`config.mk`:
```
export PLATFORM = sky130hd
export DESIGN_NAME = ipq_prefetch_queue
export DESIGN_NICKNAME = d
export VERILOG_FILES = /design/src/rtl/ipq_pkg.sv /design/src/rtl/ipq_prefetch_queue.sv /design/src/rtl/ipq_region_decode.sv
export SDC_FILE = /design/constraint.sdc
export NUM_CORES = 1
export LEC_CHECK = 0
export BUFFER_PORTS_ARGS = -buffer_cell sky130_fd_sc_hd__buf_2
export CORE_MARGIN = 8
export CORE_UTILIZATION = 58
export CTS_BUF_LIST = sky130_fd_sc_hd__clkbuf_2 sky130_fd_sc_hd__clkbuf_4 sky130_fd_sc_hd__clkbuf_8
export DETAILED_ROUTE_END_ITERATION = 7
export PLACE_DENSITY_LB_ADDON = 0.15
export SLEW_MARGIN = 20
export SYNTH_ARGS = -nofsm -noshare
export SYNTH_HDL_FRONTEND = slang
export SYNTH_HIERARCHICAL = 1
export SYNTH_SLANG_ARGS = --single-unit
```
`constraint.sdc`:
```
create_clock -name clock -period 2.68 [get_ports clock]
set_clock_uncertainty 0.05 [all_clocks]
set_input_delay 0.268 -clock clock [delete_from_list [all_inputs] [get_ports clock]]
set_output_delay 0.268 -clock clock [all_outputs]
set_load 0.01 [all_outputs]
```
`src/rtl/ipq_pkg.sv`:
```
// ipq_pkg: shared constants and carrier types for the instruction prefetch queue.
// assumes a 22-bit word address space and 16-bit instruction words.
package ipq_pkg;
  localparam int ADDR_W = 22;
  localparam int WORD_W = 16;
  localparam int RAM_DEPTH = 8;
  localparam int FLASH_DEPTH = 16;
  localparam int PTR_W = 5;
  // memory map of the fetch space, word addresses
  localparam logic [21:0] FIRST_LOCAL_RAM_BLOCK_BASE = 22'h00_0000;
  localparam logic [21:0] FIRST_LOCAL_RAM_BLOCK_END = 22'h00_03FF;
  localparam logic [21:0] SECOND_LOCAL_RAM_BLOCK_END = 22'h00_07FF;
  localparam logic [21:0] SECOND_LOCAL_RAM_BLOCK_CODE_END = 22'h00_07F7;
  localparam logic [21:0] SHARED_RAM_BLOCK_ELEVEN_BASE = 22'h01_7000;
  localparam logic [21:0] SHARED_RAM_BLOCK_ELEVEN_END = 22'h01_7FFF;
  localparam logic [21:0] SHARED_RAM_BLOCK_FIFTEEN_BASE = 22'h01_B000;
  localparam logic [21:0] SHARED_RAM_BLOCK_FIFTEEN_END = 22'h01_BFFF;
  localparam logic [21:0] FLASH_BASE = 22'h08_0000;
  localparam logic [21:0] FLASH_END = 22'h0B_FFFF;
  localparam logic [15:0] INVALID_OPCODE = 16'h0000;

  typedef enum logic [1:0] {IPQ_UNMAPPED, IPQ_RAM, IPQ_FLASH} ipq_region_t;

  // one queue entry: word plus what the fetch left behind it
  typedef struct packed {
    logic [15:0] word;
    logic [21:0] addr;
    logic bad_opcode;
    logic ecc_fault;
  } ipq_entry_t;

  // fetch request towards memory
  typedef struct packed {
    logic valid;
    logic [21:0] addr;
  } ipq_fetch_t;
endpackage

```
`src/rtl/ipq_prefetch_queue.sv`:
```
// ipq_prefetch_queue: fetches instruction words ahead of execution into a queue.
// assumes memory answers a fetch while it stands, with mem_rdata and mem_ecc_err;
// the execute stage pulls with issue_ready and redirects with flush.
`timescale 1ns/1ps
module ipq_prefetch_queue
(
  input wire logic clock,
  input wire logic srst,
  input wire logic flush,
  input wire logic [21:0] flush_addr,
  input wire logic [15:0] mem_rdata,
  input wire logic mem_ecc_err,
  input wire logic issue_ready,
  output ipq_pkg::ipq_fetch_t fetch,
  output logic issue_valid,
  output ipq_pkg::ipq_entry_t issue,
  output logic illegal_op_trap,
  output logic ecc_fault_trap
);
  ipq_pkg::ipq_entry_t queue [ipq_pkg::FLASH_DEPTH];
  ipq_pkg::ipq_entry_t next_slot;
  logic [3:0] rd_ptr, wr_ptr, next_rd_ptr, next_wr_ptr;
  logic [4:0] count, next_count;
  logic [4:0] inflight, limit;
  logic [21:0] fetch_addr, next_fetch_addr;
  ipq_pkg::ipq_fetch_t next_fetch;
  ipq_pkg::ipq_region_t fetch_region, ret_region, last_region;
  logic ret_pending, next_ret_pending;
  logic [21:0] ret_addr, next_ret_addr;
  logic pop, push, next_issue_valid, next_illegal, next_ecc;
  ipq_pkg::ipq_entry_t next_issue;

  ipq_region_decode u_fetch_dec
  (
    .addr(fetch_addr),
    .region(fetch_region)
  );

  ipq_region_decode u_ret_dec
  (
    .addr(ret_addr),
    .region(ret_region)
  );

  // depth follows the region being fetched from
  function automatic logic [4:0] depth_of(input ipq_pkg::ipq_region_t r);
    depth_of = (r == ipq_pkg::IPQ_FLASH) ? 5'(ipq_pkg::FLASH_DEPTH) : 5'(ipq_pkg::RAM_DEPTH);
  endfunction

  assign limit = depth_of(fetch_region == ipq_pkg::IPQ_UNMAPPED ? last_region : fetch_region);
  assign inflight = count + 5'(ret_pending);
  assign pop = issue_valid && issue_ready;

  always_comb
  begin
    next_slot.word = mem_rdata;
    next_slot.addr = ret_addr;
    next_slot.bad_opcode = 1'b0;
    next_slot.ecc_fault = 1'b0;
    unique case (ret_region)
      ipq_pkg::IPQ_RAM:
      begin
        next_slot.ecc_fault = 1'b0;
      end
      ipq_pkg::IPQ_FLASH:
      begin
        next_slot.ecc_fault = mem_ecc_err;
      end
      ipq_pkg::IPQ_UNMAPPED:
      begin
        // past the last valid word: flash overrun reports ecc, ram overrun an invalid opcode
        if (last_region == ipq_pkg::IPQ_FLASH)
        begin
          next_slot.ecc_fault = 1'b1;
        end
        else
        begin
          next_slot.word = ipq_pkg::INVALID_OPCODE;
          next_slot.bad_opcode = 1'b1;
        end
      end
      default:
      begin
        next_slot.bad_opcode = 1'b1;
      end
    endcase
  end

  always_comb
  begin
    push = ret_pending && !flush;
    next_rd_ptr = rd_ptr;
    next_wr_ptr = wr_ptr;
    next_count = count;
    next_fetch_addr = fetch_addr;
    next_fetch.valid = 1'b0;
    next_fetch.addr = fetch_addr;
    next_ret_pending = 1'b0;
    next_ret_addr = ret_addr;
    next_issue_valid = issue_valid && !pop;
    next_issue = issue;
    next_illegal = 1'b0;
    next_ecc = 1'b0;
    if (flush)
    begin
      // discarded words never reach execution, so their faults vanish
      next_rd_ptr = 4'h0;
      next_wr_ptr = 4'h0;
      next_count = 5'h00;
      next_fetch_addr = flush_addr;
      next_issue_valid = 1'b0;
    end
    else
    begin
      if (push)
      begin
        next_wr_ptr = wr_ptr + 4'h1;
      end
      if ((!issue_valid || pop) && count != 5'h00)
      begin
        next_issue = queue[rd_ptr];
        next_issue_valid = 1'b1;
        next_rd_ptr = rd_ptr + 4'h1;
      end
      next_count = count + 5'(push) - 5'(next_rd_ptr != rd_ptr);
      // lookahead keeps fetching until the region depth is reached
      if (inflight < limit)
      begin
        next_fetch.valid = 1'b1;
        next_fetch.addr = fetch_addr;
        next_ret_pending = 1'b1;
        next_ret_addr = fetch_addr;
        next_fetch_addr = fetch_addr + 22'h00_0001;
      end
    end
    if (pop)
    begin
      next_illegal = issue.bad_opcode;
      next_ecc = issue.ecc_fault;
    end
  end

  always_ff @(posedge clock)
  begin
    if (srst)
    begin
      rd_ptr <= 4'h0;
      wr_ptr <= 4'h0;
      count <= 5'h00;
      fetch_addr <= ipq_pkg::FIRST_LOCAL_RAM_BLOCK_BASE;
      fetch <= '0;
      ret_pending <= 1'b0;
      ret_addr <= 22'h00_0000;
      last_region <= ipq_pkg::IPQ_RAM;
      issue_valid <= 1'b0;
      issue <= '0;
      illegal_op_trap <= 1'b0;
      ecc_fault_trap <= 1'b0;
    end
    else
    begin
      rd_ptr <= next_rd_ptr;
      wr_ptr <= next_wr_ptr;
      count <= next_count;
      fetch_addr <= next_fetch_addr;
      fetch <= next_fetch;
      ret_pending <= next_ret_pending;
      ret_addr <= next_ret_addr;
      if (fetch_region != ipq_pkg::IPQ_UNMAPPED)
      begin
        last_region <= fetch_region;
      end
      issue_valid <= next_issue_valid;
      issue <= next_issue;
      illegal_op_trap <= next_illegal;
      ecc_fault_trap <= next_ecc;
    end
  end

  always_ff @(posedge clock)
  begin
    if (push)
    begin
      queue[wr_ptr] <= next_slot;
    end
  end

  a_ram_depth_cap: assert property (@(posedge clock) disable iff (srst)
    (last_region == ipq_pkg::IPQ_RAM && fetch_region != ipq_pkg::IPQ_FLASH) |-> count <= 5'(ipq_pkg::RAM_DEPTH))
    else $error("ram queue exceeded eight words");
  a_flash_depth_cap: assert property (@(posedge clock) disable iff (srst)
    count <= 5'(ipq_pkg::FLASH_DEPTH))
    else $error("queue exceeded sixteen words");
  a_trap_on_issue: assert property (@(posedge clock) disable iff (srst)
    illegal_op_trap |-> $past(issue_valid && issue_ready && issue.bad_opcode))
    else $error("invalid opcode trap without an issued bad word");
  a_ecc_on_issue: assert property (@(posedge clock) disable iff (srst)
    ecc_fault_trap |-> $past(issue_valid && issue_ready && issue.ecc_fault))
    else $error("ecc trap without an issued faulty word");
  a_flush_quiet: assert property (@(posedge clock) disable iff (srst)
    flush |=> !issue_valid ##1 !illegal_op_trap && !ecc_fault_trap)
    else $error("flushed word reached execution");
  a_seam_clean: assert property (@(posedge clock) disable iff (srst)
    (push && ret_addr <= ipq_pkg::SECOND_LOCAL_RAM_BLOCK_END) |-> !next_slot.bad_opcode && !next_slot.ecc_fault)
    else $error("fault on valid local ram word");
  a_overrun_marked: assert property (@(posedge clock) disable iff (srst)
    (push && ret_region == ipq_pkg::IPQ_UNMAPPED) |-> (next_slot.bad_opcode ^ next_slot.ecc_fault))
    else $error("out of range word not marked");
  a_fetch_return: assert property (@(posedge clock) disable iff (srst)
    fetch.valid |-> ret_pending && ret_addr == fetch.addr)
    else $error("fetch not tracked for return");
endmodule

```
`src/rtl/ipq_region_decode.sv`:
```
// ipq_region_decode: classifies a fetch word address by memory region.
// assumes the map in ipq_pkg; contiguous blocks decode as one valid span.
`timescale 1ns/1ps
module ipq_region_decode
(
  input wire logic [21:0] addr,
  output ipq_pkg::ipq_region_t region
);
  always_comb
  begin
    // first and second local ram are contiguous, so no gap at the seam
    if (addr <= ipq_pkg::SECOND_LOCAL_RAM_BLOCK_END)
    begin
      region = ipq_pkg::IPQ_RAM;
    end
    else if (addr >= ipq_pkg::SHARED_RAM_BLOCK_ELEVEN_BASE && addr <= ipq_pkg::SHARED_RAM_BLOCK_ELEVEN_END)
    begin
      region = ipq_pkg::IPQ_RAM;
    end
    else if (addr >= ipq_pkg::SHARED_RAM_BLOCK_FIFTEEN_BASE && addr <= ipq_pkg::SHARED_RAM_BLOCK_FIFTEEN_END)
    begin
      region = ipq_pkg::IPQ_RAM;
    end
    else if (addr >= ipq_pkg::FLASH_BASE && addr <= ipq_pkg::FLASH_END)
    begin
      region = ipq_pkg::IPQ_FLASH;
    end
    else
    begin
      region = ipq_pkg::IPQ_UNMAPPED;
    end
  end
endmodule

```
# Word level (Yosys, flattened, before mapping)
# Memory sizes are Yosys's and may differ from the RTL's. A register that Yosys moved wholly into a read port is not among the register bits.
# Index checks and enable logic that the tools add are counted.
[classes] bitwise=2 order_cmp=15 muxes=26 n_addsub=6 reduce_logical=24 eq_ne=5
[ops] operator="greater-or-equal comparator 22 x 17 -> 1 bit, second input constant" count=4
[ops] operator="less-or-equal comparator 22 x 17 -> 1 bit, second input constant" count=4
[ops] operator="two-way mux 22 bit" count=3
[ops] operator="greater-or-equal comparator 22 x 20 -> 1 bit, second input constant" count=2
[ops] operator="less-or-equal comparator 22 x 11 -> 1 bit, second input constant" count=2
[ops] operator="less-or-equal comparator 22 x 20 -> 1 bit, second input constant" count=2
[ops] operator="two-way mux 16 bit" count=2
[ops] operator="two-way mux 23 bit" count=1
[ops] operator="adder 22 x 1 -> 22 bit, second input constant" count=1
[ops] operator="two-way mux 2 bit" count=9
[ops] operator="adder 5 x 1 -> 5 bit" count=2
[ops] operator="logical AND 1 bit" count=10
[ops] operator="adder 4 x 1 -> 4 bit, second input constant" count=2
[ops] operator="two-way mux 4 bit" count=2
[ops] operator="== test 2 bit, second input constant" count=3
[ops] operator="two-way mux 1 bit" count=6
[ops] operator="OR reduction 2 bit" count=3
[ops] operator="< comparator 5 bit" count=1
[ops] operator="two-way mux 5 bit" count=1
[ops] operator="nonzero test 5 bit" count=1
[ops] operator="subtractor 5 x 1 -> 5 bit" count=1
[ops] operator="zero test 2 bit" count=2
[ops] operator="!= test 4 bit" count=1
[ops] operator="case mux 1 bit (2 select lines)" count=2
[ops] operator="other kinds (6)" count=11
[word_totals] output_inout_bits=66 inputBits=43 ram_bits=640 n_memories=1 regBits=86
[mem_list] memory="queue" words=16 width=40 read_ports=1 rd_ports_with_merged_regs=1 write_ports=1 line="ipq_prefetch_queue.sv:20" rtl="ipq_pkg::ipq_entry_t queue [ipq_pkg::FLASH_DEPTH];"

# Longest topological paths before layout
# Gate-level depths: netlist (run 1).
[logic_depth] depth_word=13 mapped_depth=14 mapped_depth_nobuf=14

# Hierarchy
# The synthesis (run 1) kept the hierarchy.
[modules_own_cells] module="ipq_prefetch_queue" seq_area_each_um2=21720.8 area_per_inst_um2=29126.7 cells_each=1530 n_inst=1
[modules_own_cells] module="ipq_region_decode" seq_area_each_um2=0.0 area_per_inst_um2=62.6 cells_each=9 n_inst=2

# Worst setup path before layout (run 1)
# OpenSTA, ideal clock, no wires.
[synth_timing] kind="reg-to-reg" start="register fetch_addr[14]" end="register ret_addr[14]" required_ns=2.498 t_arrival_ns=2.727 slack_ns=-0.230 n_path_buf=2 synth_period_minus_slack_ns=2.910 path_stages_with_launch=14 cell_sequence="dfxtp_1 > xor2_1 > nand4_1 > a2111oi_2 > inv_1 > o21ai_0 > ha_1 > nand2b_1 > mux2i_1 > clkbuf_1 > or4_1 > clkbuf_1 > nand2_1 > a21oi_1"
[synth_between] word_cells_on_any_way=20 cone_classes="8 x order compare; 1 x eq/ne; 6 x mux; 5 x reduce/logical"
[synth_lines] item="from (decl)" line="ipq_prefetch_queue.sv:25" rtl="logic [21:0] fetch_addr, next_fetch_addr;"
[synth_lines] item="from (signal assigned)" line="ipq_prefetch_queue.sv:150" rtl="fetch_addr <= ipq_pkg::FIRST_LOCAL_RAM_BLOCK_BASE;"
[synth_lines] item="from (signal assigned)" line="ipq_prefetch_queue.sv:165" rtl="fetch_addr <= next_fetch_addr;"
[synth_lines] item="greater-or-equal comparator 22 x 17 -> 1 bit or less-or-equal comparator 22 x 17 -> 1 bit (tied branches)" line="ipq_region_decode.sv:20" rtl="else if (addr >= ipq_pkg::SHARED_RAM_BLOCK_FIFTEEN_BASE && addr <= ipq_pkg::SHARED_RAM_BLOCK_FIFTEEN_END)"
[synth_lines] item="logical AND 1 bit" line="ipq_region_decode.sv:20"
[synth_lines] item="two-way mux 2 bit" line="ipq_region_decode.sv:20"
[synth_lines] item="two-way mux 2 bit" line="ipq_region_decode.sv:16" rtl="else if (addr >= ipq_pkg::SHARED_RAM_BLOCK_ELEVEN_BASE && addr <= ipq_pkg::SHARED_RAM_BLOCK_ELEVEN_END)"
[synth_lines] item="two-way mux 2 bit *" line="ipq_region_decode.sv:12" rtl="if (addr <= ipq_pkg::SECOND_LOCAL_RAM_BLOCK_END)"
[synth_lines] item="named net fetch_region[0]" line="ipq_prefetch_queue.sv:27" rtl="ipq_pkg::ipq_region_t fetch_region, ret_region, last_region;"
[synth_lines] item="zero test 2 bit" line="ipq_prefetch_queue.sv:50" rtl="assign limit = depth_of(fetch_region == ipq_pkg::IPQ_UNMAPPED ? last_region : fetch_region);"
[synth_lines] item="two-way mux 2 bit *" line="ipq_prefetch_queue.sv:50"
[synth_lines] item="== test 2 bit *" line="ipq_prefetch_queue.sv:47" rtl="depth_of = (r == ipq_pkg::IPQ_FLASH) ? 5'(ipq_pkg::FLASH_DEPTH) : 5'(ipq_pkg::RAM_DEPTH);"
[synth_lines] item="two-way mux 5 bit *" line="ipq_prefetch_queue.sv:47"
[synth_lines] item="< comparator 5 bit *" line="ipq_prefetch_queue.sv:127" rtl="if (inflight < limit)"
[synth_lines] item="AND reduction 2 bit (no line) *"
[synth_lines] item="to (signal assigned)" line="ipq_prefetch_queue.sv:168" rtl="ret_addr <= next_ret_addr;"
[synth_lines] item="to (decl)" line="ipq_prefetch_queue.sv:29" rtl="logic [21:0] ret_addr, next_ret_addr;"
# The timed path passes the listed nets; every way through them passes the cells marked *.
# A chain may end at the register's enable or synchronous reset.

# Final worst setup path (run 1)
[layout_timing] start="register fetch_addr[14]" end="register ret_addr[6]"
# Same word-level chain as after synthesis.

==> results.yml, run 1 <==
outcome:
  outcome: "finished, violations left"
  violations: "setup timing"
timing:
  hold_viol: 0
  fin_crit_ps: 2830
  holdWs_ps: 41.3
  slew-limit-headroom: 0.594
  timing.final.crit_share: 1.06
  clock.fmax_ghz: 0.353
  worst_pin_slew_ps: 609
  slew_viol_final: 0
  setup_viol: 43
  fin_tns_setup_ps: -4460
  worst_slack_ps: -154
  rsz0062_at_grt: "true"
die:
  core.rowCount: 82
  die_w_um: 241
  initial_core_util: 0.585
  fp.coreArea_sq_um: 50000
  pin_count: 109
  die_h_um: 241
  dieArea_sq_um: 57900
cells_and_area:
  syn2layout_area_growth_pct: 17.8
  diodes: 0
  drive_above_1_share: 0.356
  design_area_sq_um: 34500
  fin_util: 0.690
  finalNetCount: 1874
yosys:
  synth-seq-area-share: 0.743
  syn-num-nets: 1609
  synth_common_cells: "640 x edfxtp_1, 160 x mux4_2, 125 x dfxtp_1"
  synth.area.top_cells: "edfxtp_1 66%, mux4_2 12%, dfxtp_1 8.6%"
  yosysTopAreaCell: "edfxtp_1"
  synth_flop_cell: "edfxtp_1"
  yosysMostFrequentCell: "edfxtp_1"
  syn_inst: 1548
  synth_edf_count: 640
  ys_warn_count: 6
  syn_area_sq_um: 29300
  async_reset_ff_frac: 0
  synth.distinct_cells: 49
  syn_avg_cell_area_sq_um: 18.9
  netlist.area_leader.share: 0.657
  synth_seq_cells: 765
critical_path:
  crit_path_start: "fetch_addr[14]"
  endpoint_kind: "flip-flop"
  worstPathRequired_ps: 3200
  cp-start-kind: "flip-flop"
  worst_ep_arrival_time_ps: 3350
  crit_path_max_fanout: 22
  r2r_start: "fetch_addr[14]"
  path_class: "flip-flop to flip-flop"
cts:
  clk_pin_slew_worst_paths_ps: 60
  cts_tree: "yes"
  clock-sinks: 765
  clockBufferDepth: 3
  cts.htree.levels: 3
  cts_buffers: 117
  clkLatencyLatePin_ps: 710
  cts_root_buf: "clkbuf_8"
pwr:
  leakage_nw: 11.5
  vdd_drop_max_mv: 0.695
  powerDensity_nw_per_um2: 819
min_path:
  hold_path.class: "primary input to flip-flop"
  holdCritStartpoint: "mem_rdata[12]"
place:
  place_ws_ps: -129
  port-buffer-count: 108
  gp_congestion: 0.846
  place_hpwl_um: 33900
  place_area_sq_um: 31500
routing:
  drtIter0Drc: 1239
  drcViolationCount: 0
  wl_per_cell_um: 25.1
  viasPerCell: 6.05
  vias: 15600
  drtPass1Iterations: 5
  detail-route-antenna-nets: 0
  routed_wl_um: 65000
grt:
  grt_max_degree: 89
  grt_pass1_vias: 16400
  grt_pass1_wl_um: 97900
  grt_overflow: 0
  track_usage: 0.227
  antenna_found_initial: 1
flow_run:
  maxCapViolCount: 0
-- metal layers --
| layer | up-vias | track usage | wire length [um] |
|---|---|---|---|
| li1 | 6787 | - | - |
| met1 | 8053 | 0.315 | 27200 |
| met2 | 684 | 0.357 | 30700 |
| met3 | 112 | 0.0448 | 5370 |
| met4 | 2 | 0.0868 | 1770 |
| met5 | - | 0 | 13 |
-- what timing repair did --
action                                  4_1_cts  5_1_grt
resized for setup                            23       36
pin swaps                                     6       19
endpoints found under the setup margin       45      269
hold buffers                                 28        0
gates cloned                                  0        1
buffers inserted                              2        7
endpoints found under the hold margin        61        0
-- where the power goes --
group          switching [mW]  internal [mW]
logic                    2.56           2.16
clock network            4.36           5.07
registers               0.379           13.7
total                    7.29           20.9
-- logic make-up after synthesis --
logic type                 count (synthesis)  share of synthesized area
adders and majority gates                 18                    0.00796
xor gates and xnor gates                  27                    0.00808
and+or+nand+nor                          275                     0.0475
AOI/OAI and AO/OA                        145                     0.0381
DFF                                      765                      0.743
muxes                                    206                      0.141
buffers and inverters                    112                     0.0152
-- metrics by stage --
step	power, mW	instances
floorplan	17.0	1548
global placement	18.6	2328
detailed placement	18.7	2328
CTS	28.2	2578
global route	29.4	2586
finish	28.2	2586
-- path summary, 6_finish.rpt --
check / end / slack [ps] / cells past startpoint
worst min-delay path: queue[15][36] / 40 / 2
worst min register to register: last_region[0] / 400 / 2
worst max-delay path: ret_addr[6] / -150 / 11
worst max register to register: ret_addr[6] / -150 / 11
-- flip-flops by register name (all words and copies together), names as in the netlist --
register and flops:
queue 640, issue_valid 1, ecc_fault_trap 1, issue 40, last_region 2, illegal_op_trap 1
ret_addr 22, count 5, rd_ptr 4, fetch_addr 22, wr_ptr 4, fetch 23
-- placed cells by master, fill, tap and decap left out, types with 4 or more instances in the layout --
master,instances
a211oi_1,13
a21oi_1,26
a21oi_2,4
a221o_1,40
a22oi_1,40
and2_1,5
and2_2,30
buf_12,32
buf_2,107
buf_4,66
buf_6,5
clkbuf_4,32
clkbuf_8,126
clkinv_1,33
clkinv_2,20
clkinvlp_4,6
dfxtp_1,118
dfxtp_4,6
dlygate4sd3_1,28
edfxtp_1,640
ha_1,15
inv_1,15
inv_2,4
mux2_2,40
mux2i_1,5
mux4_2,160
nand2_1,67
nand3_1,11
nand4_1,10
nor2_1,75
nor2b_1,23
nor4_1,4
nor4_4,10
o21ai_0,7
xnor2_1,20
xor2_1,7
-- cell type report --
type | instances | area [sq um]
Fill cell | 3160 | 15500
Inverter | 19 | 71.3
Clock inverter | 62 | 359
Clock buffer | 158 | 1970
Timing Repair Buffer | 239 | 2030
Tap cell | 672 | 841
Multi-Input combinational cell | 671 | 7430
Sequential cell | 765 | 21700
-- critical path, cell delays in order, from the launching register on --
cell and delay (ps):
dfxtp_2 340, buf_6 110, xor2_1 140, nand4_1 160
a2111oi_4 390, inv_1 90, o21ai_1 90, ha_1 270
o211a_1 190, or4_4 640, nand2_1 150, a21oi_2 60
Note: power is estimated with default switching activity, not from simulation.
==> run 2: changes to the inputs <==
--- a/config.mk
+++ b/config.mk
@@ -10,7 +10,9 @@
 export CORE_UTILIZATION = 58
 export CTS_BUF_LIST = sky130_fd_sc_hd__clkbuf_2 sky130_fd_sc_hd__clkbuf_4 sky130_fd_sc_hd__clkbuf_8
 export DETAILED_ROUTE_END_ITERATION = 7
+export GPL_ROUTABILITY_DRIVEN = 0
 export PLACE_DENSITY_LB_ADDON = 0.15
+export REMOVE_ABC_BUFFERS = 1
 export SLEW_MARGIN = 20
 export SYNTH_ARGS = -nofsm -noshare
 export SYNTH_HDL_FRONTEND = slang
==> run 2 against run 1 <==
Compared with the run above: the run still ends with setup timing left; utilization up 1.6 points; worst hold slack better by 86 ps; largest power group unchanged; sequential share of layout area is 1.4 points lower; global-route usage is 1.0 points higher; largest cell class unchanged; register-to-register slack got worse by 60 ps.
==> results.yml, run 2 (synthesis gave the netlist of run 1 again) <==
routing:
  detail-route-antenna-nets: 0
  drcViolationCount: 0
  routed_wl_um: 67900
  wl_per_cell_um: 25.8
  drtPass1Iterations: 5
  vias: 15800
  drtIter0Drc: 1217
  viasPerCell: 6.02
timing:
  clock.fmax_ghz: 0.345
  timing.final.crit_share: 1.08
  rsz0062_at_grt: "true"
  worst_slack_ps: -218
  fin_crit_ps: 2900
  slew-limit-headroom: 0.367
  setup_viol: 44
  worst_pin_slew_ps: 948
  hold_viol: 0
  slew_viol_final: 0
cts:
  clock-sinks: 765
  cts.htree.levels: 3
  cts_tree: "yes"
  clk_pin_slew_worst_paths_ps: 60
  clockBufferDepth: 3
  clkLatencyLatePin_ps: 710
  cts_buffers: 116
  cts_root_buf: "clkbuf_8"
pwr:
  vdd_drop_max_mv: 0.653
  powerDensity_nw_per_um2: 819
  leakage_nw: 11.9
critical_path:
  endpoint_kind: "flip-flop"
  cp-start-kind: "flip-flop"
  path_class: "flip-flop to flip-flop"
  worst_ep_arrival_time_ps: 3390
  slowest_delay_ps: 520
  crit_path_max_fanout: 6
  crit_path_top_delay_cell: "or4_4"
  worstPathRequired_ps: 3170
  path_cells: "xor2_1 -> nand4_1 -> a2111oi_4 -> inv_1 -> o21ai_1 -> ha_1 -> buf_6 -> nand2_4 -> mux2i_4 -> or4_4 -> buf_8 -> nand2_1 -> a21oi_1"
place:
  port-buffer-count: 108
  placed_cells: 2361
  place_hpwl_um: 37200
grt:
  grt_overflow: 0
  grt_pass1_vias: 16600
  grt_pass1_wl_um: 101000
  antenna_found_initial: 0
  grt_max_degree: 111
  track_usage: 0.237
die:
  core.rowCount: 82
  die_h_um: 241
  die_w_um: 241
  pin_count: 109
  dieArea_sq_um: 57900
  initial_core_util: 0.585
  fp.coreArea_sq_um: 50000
cells_and_area:
  diodes: 0
  top_register: "queue"
  fin_util: 0.705
  finalNetCount: 1919
  fin_cells: 2628
  final_common_cell: "edfxtp_1"
  drive_above_1_share: 0.367
  syn2layout_area_growth_pct: 20.5
  top_regs: "queue (640), issue (40), fetch (23)"
  largest_reg_flops: 640
  final_cell_mix: "640 x edfxtp_1, 160 x mux4_2, 133 x clkbuf_8, 118 x dfxtp_1, 108 x buf_2"
flow_run:
  maxCapViolCount: 0
min_path:
  hold_path.class: "primary input to flip-flop"
outcome:
  outcome: "finished, violations left"
  violations: "setup timing"
-- run 2: changes by cell type in the layout (fill, tap and decap cells not counted), moves of 10 or more --
cell / delta
and2_1: +14
buf_12: +22
and2_2: -14
clkbuf_4: +14
clkinv_1: -16
nand2_1: -10
dlygate4sd3_1: +14
-- run 2: through the flow --
stage / TNS (ps) / setup slack, ps / hold slack, ps / instance area (sq um) / total power, mW
final: -6490 / -218 / 127 / 35200 / 28.9
after global routing: -11370 / -342 / 131 / 35200 / 30.0
after CTS: -2650 / -93.0 / 53.8 / 35000 / 28.9
after detailed placement: -3900 / -140 / 406 / 31900 / 19.1
after global placement: -1930 / -75.4 / 394 / 31900 / 19.0
after floorplan: -216320 / -4290 / 285 / 28900 / 16.9
-- run 2: power by group --
group          internal [mW]  switching, mW  total (mW)
clock network           5.26           4.31        9.56
registers               13.7          0.448        14.1
logic                   2.50           2.65        5.15
-- run 2: worst paths after layout --
| check | endpoint | cells after the start | start | slack [ps] |
|---|---|---|---|---|
| worst max-delay path | ret_addr[1] | 13 | fetch_addr[15] | -220 |
| worst min-delay path | count[2] | 5 | flush | 130 |
| worst max register to register | ret_addr[1] | 13 | fetch_addr[15] | -220 |
| worst min register to register | last_region[0] | 2 | last_region[0] | 420 |
-- run 2: metal layers --
metal / global-route usage / vias to the layer above / routed length [um]
met4: 0.0825 / 0 / 1650
met1: 0.319 / 8208 / 27700
met2: 0.392 / 625 / 33700
met5: 0 / - / 0
met3: 0.0421 / 107 / 4810
li1: - / 6872 / -
-- run 2: final cells by class --
type	count	area (sq um)
Sequential cell	765	21700
Multi-Input combinational cell	672	7500
Fill cell	3108	14700
Inverter	19	71.3
Clock buffer	179	2180
Tap cell	672	841
Clock inverter	37	204
Timing Repair Buffer	284	2710
-- run 2: worst max-delay path: cells and delay by family, from the launching register on --
kind / cells / cell delay [ps]
multiplexers: 1 / 90
buffers and inverters: 3 / 420
adder cells (fa/ha/maj): 1 / 280
AO/OA/AOI/OAI: 3 / 550
AND/OR/NAND/NOR: 4 / 820
XOR/XNOR: 1 / 180
flip-flops: 1 / 350
-- run 2: what timing repair did --
item,4_1_cts,5_1_grt
gates resized for setup,46,44
hold buffers,42,0
pin swaps,23,21
hold endpoints to repair,275,0
endpoints found under the setup margin,55,51
setup buffers,1,2
cloned,3,3
